## config.mk

```make
export PLATFORM = sky130hd
export DESIGN_NAME = irq_priority_level_regs
export DESIGN_NICKNAME = d
export VERILOG_FILES = /design/src/common/irq_prio_pkg.sv /design/src/common/prio_src_if.sv /design/src/hw/prio_level_decode.sv /design/src/hw/irq_priority_level_regs.sv
export SDC_FILE = /design/constraint.sdc
export NUM_CORES = 1
export LEC_CHECK = 0
export BUFFER_PORTS_ARGS = -buffer_cell sky130_fd_sc_hd__buf_4
export CORE_MARGIN = 2
export CORE_UTILIZATION = 50
export CTS_BUF_LIST = sky130_fd_sc_hd__clkbuf_4 sky130_fd_sc_hd__clkbuf_8 sky130_fd_sc_hd__clkbuf_16
export DETAILED_ROUTE_END_ITERATION = 12
export PLACE_DENSITY = 0.78
export RECOVER_POWER = 100
export SYNTH_ARGS = -nofsm -noshare
export SYNTH_HDL_FRONTEND = slang
export SYNTH_SLANG_ARGS = --single-unit
```

## constraint.sdc

```tcl
create_clock -name sys_clk_in -period 5.7 [get_ports sys_clk_in]
set_input_delay 1.14 -clock sys_clk_in [delete_from_list [all_inputs] [get_ports sys_clk_in]]
set_output_delay 1.14 -clock sys_clk_in [all_outputs]
set_load 0.02 [all_outputs]
```

## src/common/irq_prio_pkg.sv

```systemverilog
package irq_prio_pkg;

	// ==========================================================
	// Bus and register geometry
	localparam int DATA_W = 16;
	localparam int ADDR_W = 4;
	localparam int NUM_REGS = 4;
	localparam int FIELD_W = 2;
	localparam int NUM_LEVELS = 4;

	localparam logic [ADDR_W-1:0] REG_DEBUG_BREAK_STEP = 4'h0;
	localparam logic [ADDR_W-1:0] REG_DEBUG_COMM_TRACE = 4'h1;
	localparam logic [ADDR_W-1:0] REG_SYSTEM_SOURCE = 4'h2;
	localparam logic [ADDR_W-1:0] REG_PORT_CAN_SOURCE = 4'h3;

	localparam logic [DATA_W-1:0] REG_RESET_VAL = 16'h0000;

	// Writable bits per register, index 0 in the low word.
	localparam logic [NUM_REGS-1:0][DATA_W-1:0] WR_MASK = {
		16'hfffc, 16'hffcf, 16'h003f, 16'h3c00};

	// ==========================================================
	// Field codes
	localparam logic [FIELD_W-1:0] CODE_OFF = 2'h0;
	localparam logic [FIELD_W-1:0] CODE_STEP = 2'h1;
	localparam logic [FIELD_W-1:0] LEVEL_ZERO = 2'h0;
	localparam logic [FIELD_W-1:0] LEVEL_TOP = 2'h3;

	// ==========================================================
	// Source table: the debug sources come first.
	localparam int NUM_SRC = 19;
	localparam int NUM_DEBUG = 5;
	localparam int SRC_W = 5;

	localparam int SRC_BREAKPOINT = 0;
	localparam int SRC_STEP_COUNTER = 1;
	localparam int SRC_RX_FULL = 2;
	localparam int SRC_TX_EMPTY = 3;
	localparam int SRC_TRACE_BUFFER = 4;
	localparam int SRC_FLASH_BUF_EMPTY = 5;
	localparam int SRC_FLASH_CMD_DONE = 6;
	localparam int SRC_FLASH_ERROR = 7;
	localparam int SRC_PLL_LOCK = 8;
	localparam int SRC_LOW_VOLTAGE = 9;
	localparam int SRC_EXT_REQUEST_B = 10;
	localparam int SRC_EXT_REQUEST_A = 11;
	localparam int SRC_PORT_D = 12;
	localparam int SRC_PORT_E = 13;
	localparam int SRC_PORT_F = 14;
	localparam int SRC_CAN_MSG_BUFFER = 15;
	localparam int SRC_CAN_WAKE = 16;
	localparam int SRC_CAN_ERROR = 17;
	localparam int SRC_CAN_BUS_OFF = 18;

	localparam int SRC_REG [NUM_SRC] = '{
		0, 0, 1, 1, 1, 2, 2, 2, 2, 2, 2, 2, 3, 3, 3, 3, 3, 3, 3};
	localparam int SRC_LSB [NUM_SRC] = '{
		12, 10, 4, 2, 0, 14, 12, 10, 8, 6, 2, 0, 14, 12, 10, 8, 6, 4, 2};

endpackage : irq_prio_pkg

```

## src/common/prio_src_if.sv

```systemverilog
interface prio_src_if;
	logic [irq_prio_pkg::NUM_SRC-1:0][irq_prio_pkg::FIELD_W-1:0] field;
	logic [irq_prio_pkg::NUM_SRC-1:0] en;
	logic [irq_prio_pkg::NUM_SRC-1:0][irq_prio_pkg::FIELD_W-1:0] lvl;

	modport regs (output field, input en, input lvl);
	modport dec (input field, output en, output lvl);
endinterface : prio_src_if

```

## src/hw/prio_level_decode.sv

```systemverilog
module prio_level_decode (
	prio_src_if.dec src
);

	// ==========================================================
	// Per-source decode
	for (genvar i = 0; i < irq_prio_pkg::NUM_SRC; i++) begin : g_src
		assign src.en[i] = (src.field[i] != irq_prio_pkg::CODE_OFF);
		if (i < irq_prio_pkg::NUM_DEBUG) begin : g_debug
			assign src.lvl[i] = src.field[i];
		end else begin : g_general
			// Disabled fields would wrap to the top level, so they are forced low.
			assign src.lvl[i] = src.en[i] ?
				irq_prio_pkg::FIELD_W'(src.field[i] - irq_prio_pkg::CODE_STEP) :
				irq_prio_pkg::LEVEL_ZERO;
		end
	end

endmodule : prio_level_decode

```

## src/hw/irq_priority_level_regs.sv

```systemverilog
// Overview of operation
// - A debug source field decodes 00 as off and 01, 10, 11 as levels 1, 2 and 3.
// - Every other source field decodes 00 as off and 01, 10, 11 as levels 0, 1 and 2.
// - Reserved bits read as zero and ignore writes.
// - Reset clears every field, so every source starts disabled.
// - Register 0 holds breakpoint in bits 13:12 and step counter in bits 11:10.
// - Register 1 holds receive full in 5:4, transmit empty in 3:2 and trace in 1:0.
// - Register 2 holds the three flash levels in bits 15:14, 13:12 and 11:10.
// - Register 2 holds the clock loss-of-lock level in bits 9:8.
// - Register 2 holds the low-voltage level in bits 7:6 and reserves bits 5:4.
// - Register 2 holds external request B in bits 3:2 and request A in bits 1:0.
// - Register 3 holds ports D, E and F in bits 15:14, 13:12 and 11:10.
// - Register 3 holds CAN message, wake-up and error levels in 9:8, 7:6 and 5:4.
module irq_priority_level_regs (
	// Clock and reset
	input wire logic sys_clk_in,
	input wire logic sys_rst_in,
	// Register port
	input wire logic [irq_prio_pkg::ADDR_W-1:0] reg_addr_in,
	input wire logic [irq_prio_pkg::DATA_W-1:0] reg_wr_data_in,
	input wire logic reg_wr_in,
	input wire logic reg_rd_in,
	output logic [irq_prio_pkg::DATA_W-1:0] reg_rd_data_out,
	// Source requests from the peripherals
	input wire logic [irq_prio_pkg::NUM_SRC-1:0] src_req_in,
	// Toward the arbitration logic
	output logic [irq_prio_pkg::NUM_SRC-1:0] src_en_out,
	output logic [irq_prio_pkg::NUM_SRC-1:0][irq_prio_pkg::FIELD_W-1:0] src_level_out,
	output logic [irq_prio_pkg::NUM_SRC-1:0] src_req_out,
	output logic [irq_prio_pkg::NUM_LEVELS-1:0] level_req_out,
	output logic any_req_out,
	output logic [irq_prio_pkg::FIELD_W-1:0] top_level_out,
	output logic [irq_prio_pkg::SRC_W-1:0] top_src_out
);

	// ==========================================================
	// State
	typedef struct packed {
		logic [irq_prio_pkg::NUM_REGS-1:0][irq_prio_pkg::DATA_W-1:0] regs;
		logic [irq_prio_pkg::DATA_W-1:0] rd_data;
		logic [irq_prio_pkg::NUM_SRC-1:0] en;
		logic [irq_prio_pkg::NUM_SRC-1:0][irq_prio_pkg::FIELD_W-1:0] lvl;
		logic [irq_prio_pkg::NUM_SRC-1:0] req;
		logic [irq_prio_pkg::NUM_LEVELS-1:0] level_req;
		logic any_req;
		logic [irq_prio_pkg::FIELD_W-1:0] top_level;
		logic [irq_prio_pkg::SRC_W-1:0] top_src;
	} state_t;

	state_t state_ff;
	state_t nxt_state;

	prio_src_if src ();

	prio_level_decode u_decode (
		.src(src.dec)
	);

	// ==========================================================
	// Field extraction
	for (genvar i = 0; i < irq_prio_pkg::NUM_SRC; i++) begin : g_field
		assign src.field[i] = state_ff.regs[irq_prio_pkg::SRC_REG[i]]
			[irq_prio_pkg::SRC_LSB[i] +: irq_prio_pkg::FIELD_W];
	end

	// ==========================================================
	// Next state
	always_comb begin
		logic [irq_prio_pkg::NUM_SRC-1:0] gated;
		gated = src_req_in & src.en;
		nxt_state = state_ff;
		nxt_state.rd_data = '0;
		for (int r = 0; r < irq_prio_pkg::NUM_REGS; r++) begin
			if (reg_wr_in && (reg_addr_in == irq_prio_pkg::ADDR_W'(r))) begin
				// Only field bits take the write; reserved bits stay zero.
				nxt_state.regs[r] = (state_ff.regs[r] & ~irq_prio_pkg::WR_MASK[r]) |
					(reg_wr_data_in & irq_prio_pkg::WR_MASK[r]);
			end
			if (reg_rd_in && (reg_addr_in == irq_prio_pkg::ADDR_W'(r))) begin
				nxt_state.rd_data = state_ff.regs[r] & irq_prio_pkg::WR_MASK[r];
			end
		end
		nxt_state.en = src.en;
		nxt_state.lvl = src.lvl;
		nxt_state.req = gated;
		nxt_state.level_req = '0;
		nxt_state.top_level = irq_prio_pkg::LEVEL_ZERO;
		nxt_state.top_src = '0;
		// Higher levels overwrite lower ones; within a level the lowest index wins.
		for (int k = 0; k < irq_prio_pkg::NUM_LEVELS; k++) begin
			for (int i = irq_prio_pkg::NUM_SRC - 1; i >= 0; i--) begin
				if (gated[i] && (src.lvl[i] == irq_prio_pkg::FIELD_W'(k))) begin
					nxt_state.level_req[k] = 1'b1;
					nxt_state.top_level = irq_prio_pkg::FIELD_W'(k);
					nxt_state.top_src = irq_prio_pkg::SRC_W'(i);
				end
			end
		end
		nxt_state.any_req = |gated;
	end

	always_ff @(posedge sys_clk_in or posedge sys_rst_in) begin
		if (sys_rst_in) begin
			state_ff <= '0;
		end else begin
			state_ff <= nxt_state;
		end
	end

	// ==========================================================
	// Outputs
	assign reg_rd_data_out = state_ff.rd_data;
	assign src_en_out = state_ff.en;
	assign src_level_out = state_ff.lvl;
	assign src_req_out = state_ff.req;
	assign level_req_out = state_ff.level_req;
	assign any_req_out = state_ff.any_req;
	assign top_level_out = state_ff.top_level;
	assign top_src_out = state_ff.top_src;

	// ==========================================================
	// Per-source checks
	// One copy per source, so a wrong enable or level decode of a source points at its index.
	for (genvar i = 0; i < irq_prio_pkg::NUM_SRC; i++) begin : g_src_chk
		if (i < irq_prio_pkg::NUM_DEBUG) begin : g_debug

		end else begin : g_general

		end

	end

	// ==========================================================
	// Per-register checks
	for (genvar r = 0; r < irq_prio_pkg::NUM_REGS; r++) begin : g_reg_chk

	end
endmodule : irq_priority_level_regs

```

==> impl_metrics.json <==
{
  "status": "finished with violations",
  "violations": "DRC",
  "cts_buffer_depth": 2,
  "finalCritPeriodShare_pct": 58.65,
  "cp_max_fo": 19,
  "io-pin-count": 147,
  "start_util_pct": 51.76,
  "synth_area_sq_mm": 0.005961,
  "finish.utilization_pct": 64.23,
  "tightest_slew_ns": 1.270,
  "grt_pass1_vias": 4795,
  "path_delay_family": "simple AND/OR/NAND/NOR gates",
  "grt_max_degree": 92,
  "core_sq_mm": 0.01152,
  "tns_ns": 0,
  "gp_congestion": 0.9001,
  "clk_pin_slew_worst_paths_ns": 0.06,
  "synth_top_cell_by_area": "dfrtp_1",
  "placed_area_sq_mm": 0.007224,
  "yosysMostFrequentCell": "dfrtp_1",
  "first_iter_violations": 301,
  "holdBufCountCts": 0,
  "fin_skew_ns": 0.006229,
  "cts_buffers": 17,
  "switching_share_pct": 34.21,
  "slew_violations": 0,
  "timing_worst_setup_path_type": "in -> reg",
  "multi_input_area_sq_mm": 0.002318,
  "seq_power_share_pct": 41.2,
  "grt-ovfl-total": 0,
  "antenna_found_initial": 1,
  "cts_root_buffer": "clkbuf_16",
  "layout.cells.non_filler": 823,
  "cpPeakStageDelay_ns": 1.04,
  "period_needed_ns": 3.343,
  "dieWidth_microns": 113.2,
  "critPathCaptureType": "flip-flop",
  "finalPower_mw": 3.435,
  "syn_inst": 507,
  "fill_cells": 1020,
  "p_leak_nw": 3.326,
  "gr-usage-all-layers_pct": 27.73,
  "hp-class": "reg -> reg",
  "synth_edf_count": 0,
  "htreeDepth": 4,
  "async_flop_share_pct": 100.0,
  "dr.pass1.iters": 9,
  "pwr-share-clk_pct": 33.2,
  "critPathArrivalTime_ns": 3.65,
  "ir_worst_vdd_mv": 0.2629,
  "clk_latency_ns": 0.42,
  "fin_nets": 711,
  "setup_viol": 0,
  "crit_buf_inv": 1,
  "cp.required_ns": 6.00,
  "diodes": 0,
  "vias": 4671,
  "die_area_sq_mm": 0.01281,
  "worst_path_max_delay_cell": "nor2_1",
  "post_cts_resized": 0,
  "yosysSeqAreaShare_pct": 59.61,
  "worst_slack_ns": 2.357,
  "grt_pass1_wl_microns": 26540,
  "maxCapViolCount": 0,
  "route.detailed.drc": 11,
  "startpoint": "reg_addr_in[0]",
  "dp_cells": 792,
  "core.rowCount": 39,
  "dpl_worst_slack_ns": 2.688,
  "ys_ff_latch": 142,
  "yosys_warnings": 0,
  "design_area_sq_mm": 0.007397,
  "finalHoldViolCount": 0,
  "post_cts_buffers": 0,
  "min_from": "src.field[28]",
  "powerDensity_mw_per_mm2": 464.3,
  "drt-total-wl_microns": 17100,
  "ys_dominant_reg_cell": "dfrtp_1",
  "area_delta_synth_final_pct": 24.10,
  "yosysUniqueCellTypes": 50,
  "internal_power_mw": 2.260,
  "die-height_microns": 113.2,
  "layout-drive-gt1-share_pct": 16.47,
  "port_buffers": 146,
  "yosys-top-cells-count": "dfrtp_1 (142), nor2_1 (37), nand2_1 (35)",
  "rr_startpoint": "src.field[22]",
  "netlist.area_leader.share_pct": 59.61,
  "worstPathCellList": "clkbuf_1 -> nand2_1 -> nor2_1 -> mux2_2",
  "hpwlAfterDp_microns": 12930,
  "ant_nets": 0,
  "avgSynthCellArea_sq_um": 11.76,
  "register_area_sq_mm": 0.003553,
  "cts_tree": "done",
  "worst_hold_slack_ns": 0.5410,
  "pwr-share-comb_pct": 25.6,
  "rsz0062_at_grt": "false",
  "cp-start-kind": "input pin",
  "syn-num-nets": 550,
  "relSlewSlack_pct": 15.03,
  "wire_per_inst_microns": 20.77,
  "synth_area_leaders": "dfrtp_1 (60%), mux2_2 (6.0%), and2_1 (3.5%)",
  "netSwitchingPower_mw": 1.175,
  "routed_via_density": 5.676,
  "fmax_mhz": 299.1,
  "clock_sinks": 142
}
==> area by class of cell <==
| cell class | instances | area share [%] |
|---|---|---|
| Inverter | 8 | 0.4736 |
| Tap cell | 143 | 2.419 |
| Timing Repair Buffer | 147 | 9.388 |
| Sequential cell | 142 | 48.04 |
| Multi-Input combinational cell | 352 | 31.34 |
| Clock inverter | 10 | 1.844 |
| Clock buffer | 21 | 6.495 |
==> routing by layer <==
layer | vias to the layer above | track usage [%] | part of all wire [%]
met3 | 37 | 6.535 | 6.5
met4 | 2 | 10.41 | 2.6
met2 | 190 | 44.95 | 48
met1 | 2299 | 36.66 | 43
met5 | - | 0 | 0.076
li1 | 2143 | - | -
==> cell families after synthesis <==
family          share of synthesized area, %
mux                                    9.194
flops                                  59.61
compound gates                         6.633
simple gates                           23.66
buf+inv                               0.9026
==> layout by cell type, fill, tap and decap left out, types with 4 or more instances in the layout <==
cell type	count
a31oi_1	7
a211oi_1	4
nor2b_1	15
dfrtp_1	142
or2_0	10
and2_1	8
mux2_2	32
and3b_1	7
nand3b_1	24
and3_1	8
nand4_1	8
a21oi_1	9
mux2i_1	12
buf_4	37
inv_1	7
or2_2	8
clkbuf_16	17
nand3_1	28
clkbuf_8	4
o21ai_0	11
clkbuf_1	109
nand2_1	35
o211ai_1	4
mux2_1	6
nor2_1	38
and2_0	31
nor4_1	5
nor3_1	5
a22oi_1	6
==> registers in the layout, summed over array words and instances (netlist names) <==
| register | flops |
|---|---|
| level_req_out | 4 |
| src_level_out | 38 |
| top_src_out | 5 |
| src_en_out | 19 |
| any_req_out | 1 |
| src_req_out | 19 |
| reg_rd_data_out | 16 |
| top_level_out | 2 |
| src.field | 38 |
==> path summary, 6_finish.rpt <==
check / depth (start not counted) / to / slack (ns)
min: 1 / src_level_out[28] / 0.54
max in group asynchronous: 3 / src.field[0] / 3.69
min reg2reg: 1 / src_level_out[28] / 0.54
min in group asynchronous: 2 / src_level_out[4] / 0.87
max reg2reg: 5 / any_req_out / 3.41
max: 4 / src.field[36] / 2.36
==> power by group through the flow <==
stage | combinational, mW | sequential, mW | clock [mW]
global route | 0.955 | 1.44 | 1.20
floorplan | 0.428 | 1.56 | 0
CTS | 1.03 | 1.42 | 1.15
detailed placement | 1.02 | 1.43 | 0
finish | 0.880 | 1.42 | 1.14
global placement | 1.02 | 1.42 | 0
(Power assumes the default switching activity.)
